### config.mk
export PLATFORM = sky130hd
export DESIGN_NAME = erf_rx_filter
export DESIGN_NICKNAME = d
export VERILOG_FILES = /design/src/hdl/erf_pkg.sv /design/src/hdl/erf_rx_filter.sv
export SDC_FILE = /design/constraint.sdc
export NUM_CORES = 1
export LEC_CHECK = 0
export BUFFER_PORTS_ARGS = -buffer_cell sky130_fd_sc_hd__buf_2
export CAP_MARGIN = 0
export CORE_MARGIN = 2
export CORE_UTILIZATION = 35
export CTS_CLUSTER_SIZE = 25
export DETAILED_ROUTE_END_ITERATION = 8
export PLACE_DENSITY = 0.6
export SLEW_MARGIN = 30
export SYNTH_ARGS = -nofsm -noshare
export SYNTH_HDL_FRONTEND = slang
export SYNTH_SLANG_ARGS = --single-unit
### constraint.sdc
create_clock -name pclk -period 2.9 [get_ports pclk]
set_input_delay 0.435 -clock pclk [delete_from_list [all_inputs] [get_ports pclk]]
set_output_delay 0.435 -clock pclk [all_outputs]
set_load 0.01 [all_outputs]
### src/hdl/erf_pkg.sv
// Package: register map, field positions and carriers for the receive filter
package erf_pkg;

  localparam logic [7:0] ADDR_CFG      = 8'h04;
  localparam logic [7:0] ADDR_STATUS   = 8'h08;
  localparam logic [7:0] ADDR_PHY      = 8'h34;
  localparam logic [7:0] ADDR_HASH_LO  = 8'h90;
  localparam logic [7:0] ADDR_HASH_HI  = 8'h94;
  localparam logic [7:0] ADDR_TYPE_ID  = 8'hb8;
  localparam logic [7:0] ADDR_USER_IO  = 8'hc0;
  localparam logic [7:0] ADDR_RX_STAT  = 8'hc4;

  localparam int CFG_COPY_ALL   = 4;
  localparam int CFG_MC_HASH    = 6;
  localparam int CFG_UC_HASH    = 7;
  localparam int CFG_BIG_FRAME  = 8;
  localparam int CFG_EXT_MATCH  = 9;
  localparam int CFG_KEEP_BADFCS = 19;
  localparam logic [31:0] CFG_RESET = 32'h0000_0800;

  localparam int ST_PHY_IDLE    = 2;
  localparam int UIO_RMII       = 0;

  localparam int DS_TYPE_MATCH  = 22;
  localparam int DS_VLAN        = 21;
  localparam int DS_PRIO_TAG    = 20;
  localparam int DS_PRIO_LSB    = 17;
  localparam int DS_CFI         = 16;
  localparam int DS_EXT_MATCH   = 15;
  localparam int DS_HASH_MATCH  = 14;
  localparam int DS_STORE       = 0;

  localparam logic [15:0] VLAN_TPID = 16'h8100;
  localparam logic [10:0] MAX_STD   = 11'd1518;
  localparam logic [10:0] MAX_BIG   = 11'd1536;
  localparam logic [10:0] MIN_LEN   = 11'd64;
  localparam logic [10:0] EAM_LIMIT = 11'd16;

  localparam int  MDC_DIV_HALF = 32;
  localparam logic [5:0] MDC_HALF = 6'(MDC_DIV_HALF - 1);
  localparam logic [5:0] PHY_BITS = 6'd32;

  typedef struct packed {
    logic       valid;
    logic       error;
    logic [3:0] nibble;
  } erf_mii_rx_t;

  typedef struct packed {
    logic       enable;
    logic       error;
    logic [3:0] nibble;
  } erf_mii_tx_t;

endpackage : erf_pkg

### src/hdl/erf_rx_filter.sv
// Receive filter, management shift port and MII/RMII pin mapping
`timescale 1ns/1ps
`default_nettype none

////////////////////////////////////////////////////////////////////////////////
module erf_rx_filter
  import erf_pkg::*;
(
  input  wire logic        pclk,
  input  wire logic        presetn,
  input  wire logic        psel,
  input  wire logic        penable,
  input  wire logic        pwrite,
  input  wire logic [7:0]  paddr,
  input  wire logic [31:0] pwdata,
  output var  logic [31:0] prdata,
  output var  logic        pready,
  output var  logic        pslverr,
  input  wire logic        rx_valid_in,
  input  wire logic        rx_error_in,
  input  wire logic [3:0]  rx_nibble_in,
  input  wire logic        collision_in,
  input  wire logic        fcs_ok,
  input  wire logic        ext_match_in,
  input  wire logic        tx_req_enable,
  input  wire logic        tx_req_error,
  input  wire logic [3:0]  tx_req_nibble,
  output var  logic        tx_enable_out,
  output var  logic        tx_error_out,
  output var  logic [3:0]  tx_nibble_out,
  output var  logic        collision_seen,
  output var  logic        frame_done,
  output var  logic [31:0] rx_desc_status,
  output var  logic        phy_done,
  output var  logic        mdc,
  output var  logic        mdio_out,
  output var  logic        mdio_oe,
  input  wire logic        mdio_in
);

  typedef enum logic [1:0] {ERF_IDLE = 2'b00, ERF_RUN = 2'b01,
                            ERF_END = 2'b11} erf_phy_state_t;

  logic [31:0]    cfg;
  logic [31:0]    hash_lo;
  logic [31:0]    hash_hi;
  logic [15:0]    type_id;
  logic [31:0]    user_io_config;
  logic [31:0]    phy_shift_register;
  erf_phy_state_t phy_state;
  logic [5:0]     phy_count;
  logic [5:0]     mdc_div;

  erf_mii_rx_t    rx_s1;
  erf_mii_rx_t    rx_s2;
  logic [1:0]     col_s;
  logic [1:0]     eam_s;
  logic [1:0]     mdio_s;
  logic           rmii_half;
  logic           rmii_sel;

  logic [47:0]    dest_addr_bits;
  logic [15:0]    type_field;
  logic [15:0]    tci;
  logic [11:0]    nib_cnt;
  logic           in_frame;
  logic           rx_bad;
  logic           ext_hit;
  logic [5:0]     hash_index;
  logic [63:0]    hash_vec;
  logic           hash_bit;
  logic           mc_hit;
  logic           uc_hit;
  logic [10:0]    byte_cnt;
  logic [10:0]    max_len;
  logic           size_ok;
  logic           fcs_pass;
  logic           is_vlan;
  logic           wr_en;

  assign wr_en    = psel && penable && pwrite && pready;
  assign rmii_sel = user_io_config[UIO_RMII];
  assign hash_vec = {hash_hi, hash_lo};

  //////////////////////////////////////////////////////////////////////////////
  // Pin synchronisers; first stage feeds only the second
  always_ff @(posedge pclk or negedge presetn)
  begin
    if (!presetn)
    begin
      rx_s1  <= '0;
      rx_s2  <= '0;
      col_s  <= 2'b00;
      eam_s  <= 2'b00;
      mdio_s <= 2'b00;
    end
    else
    begin
      rx_s1  <= {rx_valid_in, rx_error_in, rx_nibble_in};
      rx_s2  <= rx_s1;
      col_s  <= {col_s[0], collision_in};
      eam_s  <= {eam_s[0], ext_match_in};
      mdio_s <= {mdio_s[0], mdio_in};
    end
  end

  //////////////////////////////////////////////////////////////////////////////
  // Register writes
  always_ff @(posedge pclk or negedge presetn)
  begin
    if (!presetn)
    begin
      cfg            <= CFG_RESET;
      hash_lo        <= '0;
      hash_hi        <= '0;
      type_id        <= '0;
      user_io_config <= '0;
    end
    else if (wr_en)
    begin
      unique case (paddr)
        ADDR_CFG:     cfg            <= pwdata;
        ADDR_HASH_LO: hash_lo        <= pwdata;
        ADDR_HASH_HI: hash_hi        <= pwdata;
        ADDR_TYPE_ID: type_id        <= pwdata[15:0];
        ADDR_USER_IO: user_io_config <= pwdata;
        default:      ;
      endcase
    end
  end

  // Zero-wait slave: ready in every access phase
  always_ff @(posedge pclk or negedge presetn)
  begin
    if (!presetn)
    begin
      pready  <= 1'b0;
      pslverr <= 1'b0;
      prdata  <= '0;
    end
    else
    begin
      pready  <= psel && !penable;
      pslverr <= 1'b0;
      prdata  <= '0;
      if (psel && !penable && !pwrite)
      begin
        unique case (paddr)
          ADDR_CFG:     prdata <= cfg;
          ADDR_STATUS:  prdata <= 32'((phy_state == ERF_IDLE)) << ST_PHY_IDLE;
          ADDR_PHY:     prdata <= phy_shift_register;
          ADDR_HASH_LO: prdata <= hash_lo;
          ADDR_HASH_HI: prdata <= hash_hi;
          ADDR_TYPE_ID: prdata <= {16'h0000, type_id};
          ADDR_USER_IO: prdata <= user_io_config;
          ADDR_RX_STAT: prdata <= rx_desc_status;
          default:      prdata <= '0;
        endcase
      end
    end
  end

  //////////////////////////////////////////////////////////////////////////////
  // Reduced mode: two dibits form one nibble, low pair first
  always_ff @(posedge pclk or negedge presetn)
  begin
    if (!presetn)
      rmii_half <= 1'b0;
    else if (!rmii_sel || !rx_s2.valid)
      rmii_half <= 1'b0;
    else
      rmii_half <= !rmii_half;
  end

  logic [1:0] rmii_low;
  always_ff @(posedge pclk or negedge presetn)
  begin
    if (!presetn)
      rmii_low <= 2'b00;
    else if (!rmii_half)
      rmii_low <= rx_s2.nibble[1:0];
  end

  logic       nib_strobe;
  logic [3:0] nib_data;
  assign nib_strobe = rx_s2.valid && (!rmii_sel || rmii_half);
  assign nib_data   = rmii_sel ? {rx_s2.nibble[1:0], rmii_low}
                               : rx_s2.nibble;

  //////////////////////////////////////////////////////////////////////////////
  // Frame capture: address, type and tag fields by nibble position
  always_ff @(posedge pclk or negedge presetn)
  begin
    if (!presetn)
    begin
      dest_addr_bits <= '0;
      type_field     <= '0;
      tci            <= '0;
      nib_cnt        <= '0;
      in_frame       <= 1'b0;
      rx_bad         <= 1'b0;
      ext_hit        <= 1'b0;
    end
    else if (nib_strobe)
    begin
      in_frame <= 1'b1;
      nib_cnt  <= nib_cnt + 12'd1;
      if (nib_cnt < 12'd12)
        dest_addr_bits[nib_cnt[3:0]*4 +: 4] <= nib_data;
      else if (nib_cnt >= 12'd24 && nib_cnt < 12'd28)
        type_field[{nib_cnt[1:0] ^ 2'b10, 2'b00} +: 4] <= nib_data;
      else if (nib_cnt >= 12'd28 && nib_cnt < 12'd32)
        tci[{nib_cnt[1:0] ^ 2'b10, 2'b00} +: 4] <= nib_data;
      if (rx_s2.error)
        rx_bad <= 1'b1;
      // Late assertion is ignored; the match window covers bytes 6 to 15 only
      if (cfg[CFG_EXT_MATCH] && eam_s[1] && nib_cnt >= 12'd12
          && nib_cnt[11:1] < EAM_LIMIT)
        ext_hit <= 1'b1;
    end
    else if (!rx_s2.valid)
    begin
      nib_cnt  <= '0;
      in_frame <= 1'b0;
      rx_bad   <= 1'b0;
      ext_hit  <= 1'b0;
    end
  end

  //////////////////////////////////////////////////////////////////////////////
  // Match logic
  for (genvar n = 0; n < 6; n++)
  begin : g_hash
    assign hash_index[n] = ^{dest_addr_bits[n],      dest_addr_bits[n + 6],
                             dest_addr_bits[n + 12], dest_addr_bits[n + 18],
                             dest_addr_bits[n + 24], dest_addr_bits[n + 30],
                             dest_addr_bits[n + 36],
                             dest_addr_bits[n + 42]};
  end

  assign hash_bit = hash_vec[hash_index];
  assign mc_hit   = cfg[CFG_MC_HASH] && dest_addr_bits[0]
                    && hash_bit;
  assign uc_hit   = cfg[CFG_UC_HASH] && !dest_addr_bits[0]
                    && hash_bit;
  assign byte_cnt = nib_cnt[11:1];
  assign max_len  = cfg[CFG_BIG_FRAME] ? MAX_BIG : MAX_STD;
  assign size_ok  = byte_cnt >= MIN_LEN && byte_cnt <= max_len
                    && !nib_cnt[0];  // Odd nibble count is misaligned
  assign fcs_pass = fcs_ok || cfg[CFG_KEEP_BADFCS];
  assign is_vlan  = type_field == VLAN_TPID;

  // Frame result at end of carrier; type-ID match never gates storing
  always_ff @(posedge pclk or negedge presetn)
  begin
    if (!presetn)
    begin
      frame_done     <= 1'b0;
      rx_desc_status <= '0;
    end
    else
    begin
      frame_done <= 1'b0;
      if (in_frame && !rx_s2.valid)
      begin
        frame_done <= 1'b1;
        rx_desc_status <= '0;
        rx_desc_status[DS_STORE] <= !rx_bad && size_ok && fcs_pass
          && (cfg[CFG_COPY_ALL] || mc_hit || uc_hit || ext_hit);
        rx_desc_status[DS_EXT_MATCH]  <= ext_hit;
        rx_desc_status[DS_HASH_MATCH] <= mc_hit || uc_hit;
        rx_desc_status[DS_TYPE_MATCH] <= type_field == type_id;
        rx_desc_status[DS_VLAN]       <= is_vlan;
        rx_desc_status[DS_PRIO_TAG]   <= is_vlan
                                         && tci[11:0] == 12'h000;
        if (is_vlan)
        begin
          rx_desc_status[DS_PRIO_LSB +: 3] <= tci[15:13];
          rx_desc_status[DS_CFI]           <= tci[12];
        end
      end
    end
  end

  //////////////////////////////////////////////////////////////////////////////
  // Transmit pin mapping; reduced mode holds error low and hides collision
  always_ff @(posedge pclk or negedge presetn)
  begin
    if (!presetn)
    begin
      tx_enable_out  <= 1'b0;
      tx_error_out   <= 1'b0;
      tx_nibble_out  <= '0;
      collision_seen <= 1'b0;
    end
    else
    begin
      tx_enable_out  <= tx_req_enable;
      tx_error_out   <= rmii_sel ? 1'b0 : tx_req_error;
      tx_nibble_out  <= tx_req_nibble;
      collision_seen <= rmii_sel ? 1'b0 : col_s[1];
    end
  end

  //////////////////////////////////////////////////////////////////////////////
  // Management shift: 32 rotations return bits to their places
  always_ff @(posedge pclk or negedge presetn)
  begin
    if (!presetn)
    begin
      phy_state          <= ERF_IDLE;
      phy_shift_register <= '0;
      phy_count          <= '0;
      mdc_div            <= '0;
      mdc                <= 1'b0;
      mdio_out           <= 1'b0;
      mdio_oe            <= 1'b0;
      phy_done           <= 1'b0;
    end
    else
    begin
      phy_done <= 1'b0;
      unique case (phy_state)
        ERF_IDLE:
        begin
          mdc     <= 1'b0;
          mdio_oe <= 1'b0;
          if (wr_en && paddr == ADDR_PHY)
          begin
            phy_shift_register <= pwdata;
            phy_count          <= '0;
            mdc_div            <= '0;
            mdio_oe            <= 1'b1;
            mdio_out           <= pwdata[31];
            phy_state          <= ERF_RUN;
          end
        end
        ERF_RUN:
        begin
          mdc_div <= mdc_div + 6'd1;
          if (mdc_div == MDC_HALF)
          begin
            mdc_div <= '0;
            mdc     <= !mdc;
            if (mdc)
            begin
              phy_shift_register <= {phy_shift_register[30:0],
                                     mdio_s[1]};
              mdio_out  <= phy_shift_register[30];
              phy_count <= phy_count + 6'd1;
              if (phy_count == PHY_BITS - 6'd1)
                phy_state <= ERF_END;
            end
          end
        end
        ERF_END:
        begin
          mdio_oe   <= 1'b0;
          mdc       <= 1'b0;
          phy_done  <= 1'b1;
          phy_state <= ERF_IDLE;
        end
        default: phy_state <= ERF_IDLE;
      endcase
    end
  end

  //////////////////////////////////////////////////////////////////////////////
  // Checks
  chk_hash_uc_gate: assert property (@(posedge pclk) disable iff (!presetn)
    uc_hit |-> cfg[CFG_UC_HASH] && !dest_addr_bits[0])
    else $error("unicast hash hit without enable");
  chk_hash_mc_gate: assert property (@(posedge pclk) disable iff (!presetn)
    mc_hit |-> cfg[CFG_MC_HASH] && dest_addr_bits[0])
    else $error("multicast hash hit without enable");
  chk_ext_gate: assert property (@(posedge pclk) disable iff (!presetn)
    $rose(ext_hit) |-> $past(cfg[CFG_EXT_MATCH]))
    else $error("external match taken while disabled");
  chk_prio_vlan: assert property (@(posedge pclk) disable iff (!presetn)
    rx_desc_status[DS_PRIO_TAG] |-> rx_desc_status[DS_VLAN])
    else $error("priority tag without vlan tag");
  chk_bad_drop: assert property (@(posedge pclk) disable iff (!presetn)
    in_frame && !rx_s2.valid && rx_bad |=> !rx_desc_status[DS_STORE])
    else $error("errored frame stored");
  chk_rmii_txer: assert property (@(posedge pclk) disable iff (!presetn)
    rmii_sel |=> !tx_error_out)
    else $error("tx error driven in reduced mode");
  chk_phy_done: assert property (@(posedge pclk) disable iff (!presetn)
    $rose(phy_done) |-> $past(phy_state) == ERF_END
                        && phy_state == ERF_IDLE)
    else $error("shift completion out of sequence");
  chk_mdio_msb: assert property (@(posedge pclk) disable iff (!presetn)
    phy_state == ERF_RUN && $stable(phy_shift_register) && mdio_oe
    |-> mdio_out == phy_shift_register[31])
    else $error("mdio not showing shift msb");

endmodule : erf_rx_filter

`default_nettype wire

Word level (Yosys, flattened, before mapping):

Cells that the tools add are included.

* register bits: 361
* bits of input ports: 61

* add/subtract/negate cells: 5
* magnitude comparators: 10
* eq/ne operators: 21
* shift-type cells: 4
* multiplexer cells: 46
* bitwise operators: 3
* reduce and logical (&&, ||, !) cells: 65

Operators with widths (count)
* $pmux 32 s8: 1
* $mux 32: 4
* $pmux 32 s2: 1
* $bwmux 48: 1
* $reduce_xor 8->1: 6
* $shift 4x34->48 const A: 1
* $shiftx 4x34->48: 1
* $eq 8x8->1 const B: 5
* $neg 6->34: 1
* $bwmux 16: 2
* $ge 12x5->1 const B: 2
* $mux 12: 2
* $mux 6: 4
* $pmux 6 s2: 2
* $logic_and 1x1->1: 23
* $reduce_and 2->1: 10
* $mux 1: 17
* $eq 16x16->1: 1
* $eq 16x16->1 const B: 1
* $shift 4x6->16 const A: 1
* $shiftx 4x6->16: 1
* $add 12x1->12 const B: 1
* $add 6x1->6 const B: 2
* $eq 6x5->1 const B: 2
* other kinds (31): 62

Logic depth before layout (Yosys ltp):

* depth in word-level cells: 8
* gate-level depth with buffers: 12
* depth with buffers taken out: 11

Worst setup path after synthesis:

Ideal clock, no wire load.

* kind: register to register
* from: reg nib_cnt[8]
* to: reg dest_addr_bits[40]
* arrival: 2468 ps
* path slack: 307 ps
* cell stages (with the launch flop): 10
* cell sequence: dfrtp_1 or4_1 nor2_1 nand2_1 a211oi_1 nand3_1 a21oi_1 nand3b_1 nor2_1 mux2_2

* word-level cells in the longest chain between the ends: 2

Ends and longest elaborated chain
* start: declaration: RTL line erf_rx_filter.sv:65 `logic [11:0] nib_cnt;`
* start signal: assignment: RTL line erf_rx_filter.sv:207 `nib_cnt <= nib_cnt + 12'd1;`
* $lt 12x4->1: RTL line erf_rx_filter.sv:208 `if (nib_cnt < 12'd12)`
* $reduce_and 2->1 (no source line)
* end signal: indexed assignment: RTL line erf_rx_filter.sv:209 `dest_addr_bits[nib_cnt[3:0]*4 +: 4] <= nib_data;`
* end: declaration: RTL line erf_rx_filter.sv:62 `logic [47:0] dest_addr_bits;`

Every way passes these cells.
A chain may end at the register's enable or synchronous reset.

Worst setup path in the final report:

* from: reg nib_cnt[7]
* to: reg dest_addr_bits[42]

The elaborated chain is that of the path after synthesis.

==> results.toml <==
[synth]
ys_seq_elements = 360
synth_area_um2 = 16600
synthArstFlopShare_pct = 100
synthDistinctLibCells = 65
yosysSeqAreaShare_pct = 54.1
avgSynthCellArea_um2 = 12.3
syn_inst = 1351
synth_largest_area_cell = "dfrtp_1"
synth_top_area_share_pct = 54.0
yosysWarnings = 0
synthTopCellsByArea = "dfrtp_1 54%, mux2_2 15%, mux2i_1 3.4%"
synth_edf_count = 0
synthFlopType = "dfrtp_1"

[grt]
antenna_found_initial = 5
grt_overflow = 0
grt_usage_pct = 18.2
grt_max_degree = 78
grt_pass1_wl_um = 70000
first_global_vias = 11848

[drt]
wire_per_inst_um = 20.8
remaining_drc_errors = 0
ant_nets = 0
vias = 11514
vias_per_cell = 5.34
drt_wl_total_um = 44900
drt_iter0_markers = 901
drtPass1Iterations = 6

[timing]
fin_worst_skew_ps = 41.3
hold_viol = 0
period_share_pct = 95.4
setup_viol = 0
relSlewSlack_pct = 40.7
fmax_ghz = 0.361
report.final.slew_viol_count = 0
min_period_ps = 2770
worst_pin_slew_ps = 887

[critical_path]
worstSetupStartpointType = "register"
cp-end-kind = "register"
cp-startpoint = "nib_cnt[7]"
crit_arrival_ps = 3200
cp_max_fo = 4
required_ps = 3330
r2r_setup_slack_ps = 130
regToRegStartpoint = "nib_cnt[7]"
reg2regPathDepth = 10
path_class = "reg2reg"
rr_endpoint = "dest_addr_bits[42]"
endpoint = "dest_addr_bits[42]"

[pwr]
p_switching_mw = 4.02
power.share.combinational_pct = 19.1
vdd.ir_drop.worst_v = 0.000410
p_int_mw = 10.2
clkPwrFrac_pct = 40.9
seq_power_share_pct = 40.1
leakage_nw = 9.51
switching_share_pct = 28.3
cellPowerDensity_nw_per_um2 = 712

[clock_tree]
root_buffer = "clkbuf_16"
numCtsBuffers = 42
h-tree-depth = 2
clk_pin_slew_ps = 60
clkLatencyLatePin_ps = 590
clk_path_buf_depth = 3
cts_tree = "done"
cts.sinks = 360

[final_layout]
drive_gt1_share_pct = 33.3
final_area_um2 = 20000
fin_cells = 2158
finalCoreUtilization_pct = 42.8
fin_nets = 1596
syn_to_final_growth_pct = 20.1

[worst_hold_path]
min_from = "penable"
min_path_type = "in2reg"

[place]
dp.cells = 2059
post-dp-hpwl_um = 30800
globalplace.congestion = 0.863
place_area_um2 = 18200
placement.io_buffers = 115

[status]
status = "finished clean"

[die]
start_util_pct = 35.6
die_x_um = 222
die_y_um = 222
core-area_um2 = 46800
dieArea_um2 = 49300
pin_count = 139
core.rowCount = 79

[job]
maxCapViolCount = 0
[placed cells by master (no fill, tap or decap), drive strengths merged, types with 5 or more instances in the layout]
cell type    netlist  final
a21oi             34     34
a22oi             30     30
nor2              90     90
nor3              21     21
nand3             20     20
nor2b              7      7
o22ai              6      6
dlygate4sd3        0     15
o21a              11     11
a221oi            13     13
nand2             88     88
or3                6      6
mux2i             56     56
xnor2             48     48
mux4              14     14
o31ai              5      5
nand4              8      8
nand2b             5      5
o21ai             62     62
mux2             228    228
buf               41    176
a222oi            21     21
ha                18     18
conb               1     23
inv               12     13
and2               6      6
nor4              11     11
dfrtp            359    359
clkinv             0     11
bufinv             0      8
a22o               9      9
xor2              20     20
a31oi              8      8
clkbuf            50     57
[sequential cells by signal, summed over array words and instances, names as in the netlist, 4 cells and up]
signal,flops
tci,16
phy_shift_register,31
rx_s1,6
phy_count,6
nib_cnt,12
cfg,32
mdc_div,6
dest_addr_bits,48
user_io_config,32
rx_s2,6
type_field,16
prdata,32
hash_lo,32
hash_hi,32
tx_nibble_out,4
rx_desc_status,10
type_id,16
[per-layer routing]
layer | track usage, % | vias to the layer above | share of wire, %
li1 | - | 5217 | -
met1 | 23.5 | 5881 | 43
met2 | 30.3 | 315 | 48
met3 | 4.24 | 95 | 6.2
met4 | 5.60 | 6 | 2.6
met5 | 0 | - | 0.082
[cell families after synthesis]
family	count (synthesis)	synth area share, %
buffers and inverters	103	2.95
XOR/XNOR	68	3.67
AO/OA/AOI/OAI	220	9.13
flip-flops	360	54.1
adder cells (fa/ha/maj)	18	1.35
multiplexers	298	20.7
AND/OR/NAND/NOR	283	8.01
other	1	0.0225
[how the worst min path moves through the flow]
stage	endpoint	slack, ps	cells past startpoint
after CTS	pready	5	2
after global routing	pready	30	2
after floorplan	cfg[0]	140	0
final	pready	40	2
after global placement	rx_s2[2]	340	0
after detailed placement	rx_s2[3]	330	0
[cells in the mapped netlist (3+ instances only)]
master / instances
a211oi_1: 3
a21o_1: 3
a21oi_1: 33
a221oi_1: 12
a222oi_1: 21
a22o_1: 9
a22oi_1: 30
a31oi_1: 8
and2_1: 6
and3_1: 4
buf_1: 8
buf_2: 9
buf_4: 23
clkbuf_1: 50
dfrtp_1: 359
ha_1: 18
inv_1: 12
mux2_2: 228
mux2i_1: 56
mux4_1: 3
mux4_2: 11
nand2_1: 88
nand2b_1: 5
nand3_1: 18
nand3b_1: 4
nand4_1: 8
nor2_1: 90
nor2b_1: 7
nor3_1: 20
nor4_1: 9
nor4b_1: 3
o21a_1: 11
o21ai_0: 59
o21ai_1: 3
o22ai_1: 6
o31ai_1: 5
o41ai_1: 4
or2_2: 4
or3_1: 6
xnor2_1: 46
xor2_1: 20
[area by class of cell]
| type | count | area, um^2 |
|---|---|---|
| multi-input combinational | 910 | 7330 |
| clock buffer | 57 | 1210 |
| timing repair buffer | 191 | 1310 |
| clock inverter | 20 | 327 |
| tap | 607 | 759 |
| fill | 4326 | 26800 |
| inverter | 12 | 45.0 |
| sequential | 360 | 9010 |
| antenna | 1 | 2.50 |
[through the flow]
stage / worst slack (ps) / setup TNS (ps) / power [mW] / hold WS, ps
after floorplan: 307 / 0 / 7.52 / 139
after global placement: -22.9 / -33.9 / 8.30 / 337
after detailed placement: -114 / -241 / 8.37 / 335
after CTS: -20.6 / -65.1 / 14.3 / 5.04
after global routing: -11.2 / -30.6 / 14.9 / 34.1
final: 133 / 0 / 14.2 / 39.7
[critical path, stage by stage, from the launching register on]
cell,delay (ps)
dfrtp_1,410
or4_4,540
nor2_4,120
nand2_1,120
a211oi_2,240
nand3_1,150
a21oi_2,160
nand3b_1,180
buf_4,200
nor2_4,160
mux2_2,350
[what timing repair did]
item | in CTS | in global routing
resized for setup | 4 | 8
hold endpoints to repair | 84 | 0
pin swaps | 0 | 5
hold buffers | 15 | 0
buffers inserted | 0 | 6
endpoints found under the setup margin | 10 | 34
cloned | 0 | 0
[power groups by stage]
stage / Sequential, mW / Combinational [mW] / Clock [mW]
final: 5.70 / 2.71 / 5.82
after global routing: 5.75 / 2.97 / 6.16
after CTS: 5.70 / 2.66 / 5.97
after detailed placement: 5.78 / 2.59 / 0
after global placement: 5.77 / 2.53 / 0
after floorplan: 5.68 / 1.84 / 0
(Power assumes the default switching activity.)
